<file path="config.mk">
export PLATFORM = sky130hd
export DESIGN_NAME = signed_decimal_add_multiply
export DESIGN_NICKNAME = d
export VERILOG_FILES = /design/src/dec_alu_pkg.sv /design/src/signed_decimal_add_multiply.sv
export SDC_FILE = /design/constraint.sdc
export NUM_CORES = 2
export LEC_CHECK = 0
export BUFFER_PORTS_ARGS = -buffer_cell sky130_fd_sc_hd__buf_2
export CAP_MARGIN = 20
export CORE_MARGIN = 10
export CORE_UTILIZATION = 50
export DETAILED_ROUTE_END_ITERATION = 12
export PLACE_DENSITY = 0.7
export SYNTH_ARGS = -nofsm -noshare
export SYNTH_HDL_FRONTEND = slang
export SYNTH_SLANG_ARGS = --single-unit
</file>
<file path="constraint.sdc">
create_clock -name i_clk -period 11.3 [get_ports i_clk]
set_input_delay 0 -clock i_clk [delete_from_list [all_inputs] [get_ports i_clk]]
set_output_delay 0 -clock i_clk [all_outputs]
set_load 0.005 [all_outputs]
</file>
<file path="src/dec_alu_pkg.sv">
// Constants shared by the signed decimal add and multiply datapath.
package dec_alu_pkg;
	localparam int          NUM_AR       = 4;
	localparam int          DIGITS       = 6;
	localparam int          EXT_DIGITS   = 7;
	localparam int          MAG_W        = 24;
	localparam int          EXT_W        = 28;
	localparam int          WORD_W       = 25;
	localparam int          SIGN_POS     = 24;
	localparam logic [1:0]  OP_ADD       = 2'h0;
	localparam logic [1:0]  OP_SUB       = 2'h1;
	localparam logic [1:0]  OP_MUL       = 2'h2;
	localparam logic [3:0]  XS3_BIAS     = 4'h3;
	localparam logic [3:0]  XS3_ZERO     = 4'h3;
	localparam logic [3:0]  BIN_ZERO     = 4'h0;
	localparam logic [3:0]  COMP_LIMIT   = 4'h5;
	localparam logic [3:0]  RADIX        = 4'ha;
	localparam logic [23:0] XS3_ZERO_MAG = 24'h333333;
	localparam logic [24:0] AR_RESET     = 25'h0000000;
	localparam logic [2:0]  LAST_DIGIT   = 3'h5;
	localparam int          MUL_SRC      = 0;
	localparam int          PROD_LO      = 1;
	localparam int          PROD_HI      = 3;
endpackage : dec_alu_pkg

</file>
<file path="src/signed_decimal_add_multiply.sv">
// Signed-magnitude binary and excess-three decimal add and subtract, and excess-three decimal multiply datapath.
`timescale 1ns/1ps
module signed_decimal_add_multiply (
	// Clock and reset.
	input  wire logic          i_clk,
	input  wire logic          i_rst_b,
	// Arithmetic register load port.
	input  wire logic          i_load_en,
	input  wire logic [1:0]    i_load_sel,
	input  wire logic [24:0]   i_load_word,
	// Instruction request.
	input  wire logic          i_start,
	input  wire logic [1:0]    i_op,
	input  wire logic          i_decimal,
	input  wire logic [3:0]    i_ar_mask,
	input  wire logic [24:0]   i_mem_word,
	// Status and register contents.
	output logic               o_busy,
	output logic               o_done,
	output logic               o_eq_flag,
	output logic [99:0]        o_ar_words
);
	// *****************************************************************
	// Arithmetic helpers
	// *****************************************************************
	// Seven-digit add in 4-bit groups; the top digit shows the carry.
	function automatic logic [27:0] add_ext(input logic [27:0] a, input logic [27:0] b,
	                                         input logic dec);
		logic [27:0] r;
		logic        c;
		logic [4:0]  s;
		r = 28'h0;
		c = 1'b0;
		for (int i = 0; i < dec_alu_pkg::EXT_DIGITS; i++) begin
			s = {1'b0, a[i*4 +: 4]} + {1'b0, b[i*4 +: 4]} + {4'h0, c};
			c = s[4];
			if (dec) begin
				r[i*4 +: 4] = c ? s[3:0] + dec_alu_pkg::XS3_BIAS
				                : s[3:0] - dec_alu_pkg::XS3_BIAS;
			end else begin
				r[i*4 +: 4] = s[3:0];
			end
		end
		return r;
	endfunction : add_ext

	// Ten's complement: trailing zeros kept, first nonzero from ten, rest from nine.
	function automatic logic [27:0] tc_ext(input logic [27:0] a, input logic dec);
		logic [27:0] r;
		logic        seen;
		r = 28'h0;
		seen = 1'b0;
		if (!dec) begin
			r = (~a) + 28'h1;
		end else begin
			for (int i = 0; i < dec_alu_pkg::EXT_DIGITS; i++) begin
				if (seen) begin
					r[i*4 +: 4] = ~a[i*4 +: 4];
				end else if (a[i*4 +: 4] == dec_alu_pkg::XS3_ZERO) begin
					r[i*4 +: 4] = a[i*4 +: 4];
				end else begin
					r[i*4 +: 4] = (~a[i*4 +: 4]) + 4'h1;
					seen = 1'b1;
				end
			end
		end
		return r;
	endfunction : tc_ext

	// Widens a magnitude by one zero digit.
	function automatic logic [27:0] ext(input logic [23:0] m, input logic dec);
		return {dec ? dec_alu_pkg::XS3_ZERO : dec_alu_pkg::BIN_ZERO, m};
	endfunction : ext

	// *****************************************************************
	// State
	// *****************************************************************
	typedef enum logic [3:0] {
		ST_IDLE, ST_ADD, ST_RC_SETUP, ST_RC, ST_FINISH,
		ST_MUL_PICK, ST_MUL_ADD, ST_MUL_SHIFT, ST_MUL_FIX, ST_MUL_STORE
	} state_t;

	state_t      state_reg;
	logic [24:0] ar_reg [0:3];
	logic [24:0] cpr_reg;
	logic [3:0]  mask_reg;
	logic        dec_reg;
	logic        sub_reg;
	logic [3:0]  rc_reg;
	logic [27:0] acc_reg;
	logic [23:0] lo_reg;
	logic [23:0] mq_reg;
	logic [3:0]  cnt_reg;
	logic [2:0]  idx_reg;
	logic        borrow_reg;
	logic        usecomp_reg;

	// Per-register add results, computed in parallel.
	logic [27:0] sum_w  [0:3];
	logic [3:0]  need_rc;
	logic [3:0]  zero_w;
	logic [27:0] rc_val;
	logic [1:0]  rc_idx;
	logic        mem_sign;
	logic        all_zero_w;
	logic        rc_sign_w;

	assign mem_sign = cpr_reg[dec_alu_pkg::SIGN_POS] ^ sub_reg;

	// Every selected register reads zero; sign of the word now being recomplemented.
	assign all_zero_w = &(zero_w | ~mask_reg);
	assign rc_sign_w  = ar_reg[rc_idx][dec_alu_pkg::SIGN_POS];

	// Add each register with the operand register; unequal signs complement it.
	always_comb begin
		logic [27:0] m_e;
		logic        uneq;
		uneq = 1'b0;
		m_e = ext(cpr_reg[23:0], dec_reg);
		need_rc = 4'h0;
		zero_w = 4'h0;
		for (int k = 0; k < dec_alu_pkg::NUM_AR; k++) begin
			uneq = ar_reg[k][dec_alu_pkg::SIGN_POS] != mem_sign;
			sum_w[k] = add_ext(ext(ar_reg[k][23:0], dec_reg),
			                   uneq ? tc_ext(m_e, dec_reg) : m_e, dec_reg);
			need_rc[k] = uneq && mask_reg[k] && (sum_w[k][27:24] !=
			             (dec_reg ? dec_alu_pkg::XS3_ZERO : dec_alu_pkg::BIN_ZERO));
			zero_w[k] = ar_reg[k][23:0] == (dec_reg ? dec_alu_pkg::XS3_ZERO_MAG : 24'h0);
		end
	end

	// Lowest register still waiting to be recomplemented.
	always_comb begin
		rc_idx = 2'h0;
		for (int k = dec_alu_pkg::NUM_AR - 1; k >= 0; k--) begin
			if (rc_reg[k]) begin
				rc_idx = 2'(k);
			end
		end
		rc_val = tc_ext(ext(ar_reg[rc_idx][23:0], dec_reg), dec_reg);
	end

	// Multiplier digit selection inputs.
	logic [3:0]  eff_digit;
	logic [27:0] mcand_ext;
	assign eff_digit = (mq_reg[3:0] - dec_alu_pkg::XS3_BIAS) + {3'h0, borrow_reg};
	assign mcand_ext = ext(cpr_reg[23:0], 1'b1);

	// *****************************************************************
	// Sequencer
	// *****************************************************************
	// Walks add, recomplement and multiply steps.
	always_ff @(posedge i_clk or negedge i_rst_b) begin
		if (!i_rst_b) begin
			state_reg <= ST_IDLE;
		end else begin
			unique case (state_reg)
				ST_IDLE:      if (i_start) state_reg <= (i_op == dec_alu_pkg::OP_MUL)
				                                         ? ST_MUL_PICK : ST_ADD;
				ST_ADD:       state_reg <= (|need_rc) ? ST_RC_SETUP : ST_FINISH;
				ST_RC_SETUP:  state_reg <= ST_RC;
				ST_RC:        state_reg <= ($countones(rc_reg) == 1) ? ST_FINISH : ST_RC;
				ST_FINISH:    state_reg <= ST_IDLE;
				ST_MUL_PICK:  state_reg <= ST_MUL_ADD;
				ST_MUL_ADD:   state_reg <= (cnt_reg == 4'h0) ? ST_MUL_SHIFT : ST_MUL_ADD;
				ST_MUL_SHIFT: state_reg <= (idx_reg != dec_alu_pkg::LAST_DIGIT) ? ST_MUL_PICK
				                           : (borrow_reg ? ST_MUL_FIX : ST_MUL_STORE);
				ST_MUL_FIX:   state_reg <= ST_MUL_STORE;
				ST_MUL_STORE: state_reg <= ST_IDLE;
			endcase
		end
	end

	// Latches the instruction; memory operand lands in the operand register.
	always_ff @(posedge i_clk or negedge i_rst_b) begin
		if (!i_rst_b) begin
			cpr_reg  <= dec_alu_pkg::AR_RESET;
			mask_reg <= 4'h0;
			dec_reg  <= 1'b0;
			sub_reg  <= 1'b0;
		end else if (state_reg == ST_IDLE && i_start) begin
			cpr_reg  <= i_mem_word;
			mask_reg <= i_ar_mask;
			dec_reg  <= i_decimal || (i_op == dec_alu_pkg::OP_MUL);
			sub_reg  <= i_op == dec_alu_pkg::OP_SUB;
		end
	end

	// Words waiting for recomplementation, one per cycle.
	always_ff @(posedge i_clk or negedge i_rst_b) begin
		if (!i_rst_b) begin
			rc_reg <= 4'h0;
		end else if (state_reg == ST_ADD) begin
			rc_reg <= need_rc;
		end else if (state_reg == ST_RC) begin
			rc_reg[rc_idx] <= 1'b0;
		end
	end

	// *****************************************************************
	// Arithmetic registers
	// *****************************************************************
	// Loads, sums, recomplements, zero signs and product words.
	always_ff @(posedge i_clk or negedge i_rst_b) begin
		if (!i_rst_b) begin
			for (int k = 0; k < dec_alu_pkg::NUM_AR; k++) begin
				ar_reg[k] <= dec_alu_pkg::AR_RESET;
			end
		end else begin
			unique case (state_reg)
				ST_IDLE: begin
					if (i_start && i_op == dec_alu_pkg::OP_MUL) begin
						ar_reg[dec_alu_pkg::PROD_HI] <= {1'b0, dec_alu_pkg::XS3_ZERO_MAG};
					end else if (i_load_en) begin
						ar_reg[i_load_sel] <= i_load_word;
					end
				end
				ST_ADD: begin
					for (int k = 0; k < dec_alu_pkg::NUM_AR; k++) begin
						if (mask_reg[k]) begin
							ar_reg[k][23:0] <= sum_w[k][23:0];
						end
					end
				end
				ST_RC: begin
					ar_reg[rc_idx] <= {~ar_reg[rc_idx][dec_alu_pkg::SIGN_POS],
					                   rc_val[23:0]};
				end
				ST_FINISH: begin
					for (int k = 0; k < dec_alu_pkg::NUM_AR; k++) begin
						if (mask_reg[k] && zero_w[k]) begin
							ar_reg[k][dec_alu_pkg::SIGN_POS] <= 1'b0;
						end
					end
				end
				ST_MUL_STORE: begin
					ar_reg[dec_alu_pkg::PROD_HI] <= {ar_reg[dec_alu_pkg::MUL_SRC][24] ^ cpr_reg[24],
					                                 acc_reg[23:0]};
					ar_reg[dec_alu_pkg::PROD_LO] <= {ar_reg[dec_alu_pkg::MUL_SRC][24] ^ cpr_reg[24],
					                                 lo_reg};
				end
				default: begin
				end
			endcase
		end
	end

	// *****************************************************************
	// Multiplier
	// *****************************************************************
	// Digit plus borrow picks multiple or its complement and a repeat count.
	always_ff @(posedge i_clk or negedge i_rst_b) begin
		if (!i_rst_b) begin
			acc_reg     <= 28'h0;
			lo_reg      <= 24'h0;
			mq_reg      <= 24'h0;
			cnt_reg     <= 4'h0;
			idx_reg     <= 3'h0;
			borrow_reg  <= 1'b0;
			usecomp_reg <= 1'b0;
		end else begin
			unique case (state_reg)
				ST_IDLE: begin
					acc_reg    <= ext(dec_alu_pkg::XS3_ZERO_MAG, 1'b1);
					lo_reg     <= dec_alu_pkg::XS3_ZERO_MAG;
					mq_reg     <= ar_reg[dec_alu_pkg::MUL_SRC][23:0];
					idx_reg    <= 3'h0;
					borrow_reg <= 1'b0;
				end
				ST_MUL_PICK: begin
					if (eff_digit > dec_alu_pkg::COMP_LIMIT) begin
						cnt_reg     <= dec_alu_pkg::RADIX - eff_digit;
						usecomp_reg <= 1'b1;
						borrow_reg  <= 1'b1;
					end else begin
						cnt_reg     <= eff_digit;
						usecomp_reg <= 1'b0;
						borrow_reg  <= 1'b0;
					end
				end
				ST_MUL_ADD: begin
					if (cnt_reg != 4'h0) begin
						acc_reg <= add_ext(acc_reg, usecomp_reg ? tc_ext(mcand_ext, 1'b1)
						                                        : mcand_ext, 1'b1);
						cnt_reg <= cnt_reg - 4'h1;
					end
				end
				ST_MUL_SHIFT: begin
					lo_reg  <= {acc_reg[3:0], lo_reg[23:4]};
					acc_reg <= {acc_reg[27:24], acc_reg[27:4]};
					mq_reg  <= {4'h0, mq_reg[23:4]};
					idx_reg <= idx_reg + 3'h1;
				end
				ST_MUL_FIX: acc_reg <= add_ext(acc_reg, mcand_ext, 1'b1);
				default: begin
				end
			endcase
		end
	end

	// *****************************************************************
	// Outputs
	// *****************************************************************
	// Busy, completion pulse and equal-comparison flag.
	always_ff @(posedge i_clk or negedge i_rst_b) begin
		if (!i_rst_b) begin
			o_busy    <= 1'b0;
			o_done    <= 1'b0;
			o_eq_flag <= 1'b0;
		end else begin
			o_busy <= (state_reg == ST_IDLE) ? i_start
			          : !(state_reg == ST_FINISH || state_reg == ST_MUL_STORE);
			o_done <= state_reg == ST_FINISH || state_reg == ST_MUL_STORE;
			if (state_reg == ST_FINISH) begin
				o_eq_flag <= all_zero_w;
			end
		end
	end

	assign o_ar_words = {ar_reg[3], ar_reg[2], ar_reg[1], ar_reg[0]};

	// *****************************************************************
	// Checks
	// *****************************************************************
	chk_add_one_cycle: assert property (@(posedge i_clk) disable iff (!i_rst_b)
		state_reg == ST_ADD && !(|need_rc) |=> state_reg == ST_FINISH ##1 o_done)
		else $error("add without recomplement took extra cycles");
	chk_rc_setup_cycle: assert property (@(posedge i_clk) disable iff (!i_rst_b)
		state_reg == ST_ADD && (|need_rc) |=> state_reg == ST_RC_SETUP ##1 state_reg == ST_RC)
		else $error("recomplement did not cost its setup cycle");
	chk_rc_per_word: assert property (@(posedge i_clk) disable iff (!i_rst_b)
		state_reg == ST_RC && $countones(rc_reg) == 2 |=> state_reg == ST_RC ##1
		state_reg == ST_FINISH)
		else $error("recomplement did not take one cycle per word");
	chk_equal_no_rc: assert property (@(posedge i_clk) disable iff (!i_rst_b)
		state_reg == ST_ADD && (ar_reg[0][24] == mem_sign) |-> !need_rc[0])
		else $error("equal signs asked for recomplement");
	chk_rc_sign_flip: assert property (@(posedge i_clk) disable iff (!i_rst_b)
		state_reg == ST_RC |=> ar_reg[$past(rc_idx)][24] != $past(rc_sign_w))
		else $error("recomplement left the register sign");
	chk_zero_positive: assert property (@(posedge i_clk) disable iff (!i_rst_b)
		state_reg == ST_FINISH && mask_reg[0] && zero_w[0] |=> !ar_reg[0][24] && o_done)
		else $error("zero result kept a negative sign");
	chk_eq_flag: assert property (@(posedge i_clk) disable iff (!i_rst_b)
		state_reg == ST_FINISH |=> o_eq_flag == $past(all_zero_w))
		else $error("equal flag does not follow zero result");
	chk_cpr_load: assert property (@(posedge i_clk) disable iff (!i_rst_b)
		state_reg == ST_IDLE && i_start |=> cpr_reg == $past(i_mem_word) && o_busy)
		else $error("operand register missed the memory word");
	chk_mul_clear: assert property (@(posedge i_clk) disable iff (!i_rst_b)
		state_reg == ST_IDLE && i_start && i_op == dec_alu_pkg::OP_MUL |=>
		ar_reg[3][23:0] == dec_alu_pkg::XS3_ZERO_MAG && state_reg == ST_MUL_PICK)
		else $error("multiply did not clear the fourth register");
	chk_mul_sign: assert property (@(posedge i_clk) disable iff (!i_rst_b)
		state_reg == ST_MUL_STORE |=> ar_reg[3][24] == (ar_reg[0][24] ^ cpr_reg[24]) && o_done)
		else $error("product sign wrong");
endmodule : signed_decimal_add_multiply

</file>
==> metrics <==
Clk pin slew, worst setup/hold paths 0.06 ns; post-layout util 57.88%; Arrival @ worst endpoint 11.42 ns; Seq/Total Area, Yosys 20.88%; crit start category register; Final WS setup 0.3646 ns; DR vias/cell 6.610; die area 0.06413 mm²; total congestion overflow 0; worst clock skew 0.04735 ns; RePlAce Congestion 1.041; warnings from Yosys 0; WL per Instance 26.61 µm; Cell variety after synth 91; via count 28329; net count after synthesis 3799; Cell Count, Final, Fillers Out 4286; drt drc 0; Post-Syn Area 0.02720 mm²; Die Wd 253.2 µm; reg2reg path depth 48; Post-Route WL 114000 µm; Area Overhead vs Synth 14.52%; Synth async-reset ratio 100.0%; CP Capture Type register; fillers 4954; largest cells by area after synthesis dfrtp_1, ha_1, fa_1, nand2_1, o21ai_0; Critical Path RT 11.78 ns; most frequent cell after synthesis nand2_1; critical path's slowest cell fa_2; initial DRC count 3905; CTS tree yes; cell taking the most area after synthesis dfrtp_1; clk_lat worst skew 0.62 ns; Final Max Tran Viols 0; final HPWL from detailed placement 84240 µm; Top cell by count, worst path fa_1; Post-Syn Instances 3383; CTS H-tree lvls 1; Yosys top cell area share 20.88%; Max Root-Sink Buffers 3; Yosys reg bits 227; HP Class in2async; status finished, final reports clean; FF-to-FF Start cpr_reg[24]; Avg Cell Area, Syn 8.040 µm²; Largest stage delay, worst path 0.57 ns; Rows 85; placed cell count 4156; IO Port Bufs 165; Die Ht 253.2 µm; vias in the first global route 26211; R2R Path End state_reg[1]; initial antenna violation count 3; Layout Nets 3982; io pins 166; clk sinks 227; first-pass GRT wire length 168300 µm; core area 0.05381 mm²; final hold vios 0; Post-synth EDFFs 0; part of the cycle the worst path needs 96.77%; Initial Util 50.54%; CTS Buf Count 29; crit path kind reg2reg; worst slew pin tran 1.209 ns; post-layout min period 10.94 ns; fraction of layout cells with a size suffix above 1 14.05%; # setup viols final 0; r2r setup slk 0.36 ns; all-layer global routing usage 34.53%; largest net degree at the start of global routing 116; relative slew slack 19.41%; Fmax 0.09145 GHz; Max Cap Viol 0; Detail Route Antenna Nets 0; maximum fanout along the worst path 6; root buf cell clkbuf_16; Post-synth top cells nand2_1, o21ai_0, a21oi_1; drt first pass iters 8; Post-Place Worst Slack -0.04582 ns; Most used DFF post-synth dfrtp_1
-- cell usage in the layout, fill, tap and decap left out, drive strengths merged, types with 23 or more instances in the layout --
master / instances
nor3: 41
mux2: 48
ha: 238
o221ai: 33
mux2i: 41
a21o: 126
buf: 284
o31ai: 24
a21oi: 272
dlygate4sd3: 63
inv: 200
o21ai: 296
dfrtp: 227
fa: 115
a221oi: 48
xnor2: 156
a211oi: 34
nand4: 23
clkbuf: 42
nand2b: 26
nor4: 42
nor3b: 25
a31oi: 51
nor2: 231
nand3: 46
xor2: 98
nand2: 440
a22oi: 46
-- through the flow --
stage	TNS [ns]	area, µm²	hold slack, ns
2_1_floorplan	0	27270	-0.2956
4_1_cts	-0.009512	30880	0.09666
3_3_place_gp	0	29160	0.1401
6_report	0	31150	0.05836
5_1_grt	-0.04835	31150	0.1419
3_5_place_dp	-0.1131	29170	0.1435
-- routing by layer --
| metal | vias up | share of wire, % | global-route usage, % |
|---|---|---|---|
| met5 | - | 0.019 | 0 |
| met4 | 4 | 7.4 | 21.54 |
| met3 | 483 | 13 | 9.668 |
| met2 | 1857 | 42 | 51.34 |
| met1 | 13442 | 38 | 43.64 |
| li1 | 12543 | - | - |
-- how the worst max path moves through the flow --
stage          slack, ns         from            to  depth (start not counted)
2_1_floorplan       0.03      dec_reg  state_reg[1]                         50
3_3_place_gp        0.15   cpr_reg[1]  state_reg[1]                         45
3_5_place_dp       -0.05   cpr_reg[0]   acc_reg[27]                         49
4_1_cts            -0.01      sub_reg  state_reg[1]                         43
5_1_grt            -0.04   cpr_reg[1]  state_reg[1]                         45
6_report            0.36  cpr_reg[24]  state_reg[1]                         48
-- cell families after synthesis --
kind of cell | after synthesis | share of synthesized area [%]
compound gates | 1091 | 25.89
xor+xnor | 254 | 8.179
fa+ha+maj | 353 | 19.41
buf+inv | 398 | 5.580
flops | 227 | 20.88
mux | 89 | 3.496
simple gates | 971 | 16.56
-- repair_timing --
item | in CTS | in global routing
cloned | 0 | 0
gates resized for setup | 3 | 56
hold buffers | 63 | 0
pin swaps | 1 | 14
hold endpoints to repair | 218 | 0
buffers inserted | 0 | 12
setup endpoints to repair | 3 | 10
-- area by class of cell --
cell class / instances / area [µm²] / area share [%]
Antenna cell: 2 / 5.005 / 0.01607
Timing Repair Buffer: 347 / 2376 / 7.628
Sequential cell: 227 / 5685 / 18.25
Tap cell: 696 / 870.8 / 2.796
Inverter: 203 / 762.0 / 2.446
Clock buffer: 42 / 844.6 / 2.711
Clock inverter: 11 / 215.2 / 0.6909
Multi-Input combinational cell: 2758 / 20390 / 65.46
-- critical path, delay by kind of cell, from the launching register on --
| kind | cells | cell delay, ns |
|---|---|---|
| AO/OA/AOI/OAI | 19 | 3.32 |
| XOR/XNOR | 3 | 0.52 |
| adder cells (fa/ha/maj) | 14 | 4.91 |
| buffers and inverters | 9 | 1.01 |
| flip-flops | 1 | 0.46 |
| AND/OR/NAND/NOR | 3 | 0.57 |
Power is not shown: default switching activity piles up to over one toggle a cycle in this logic, so the estimate is an artifact.
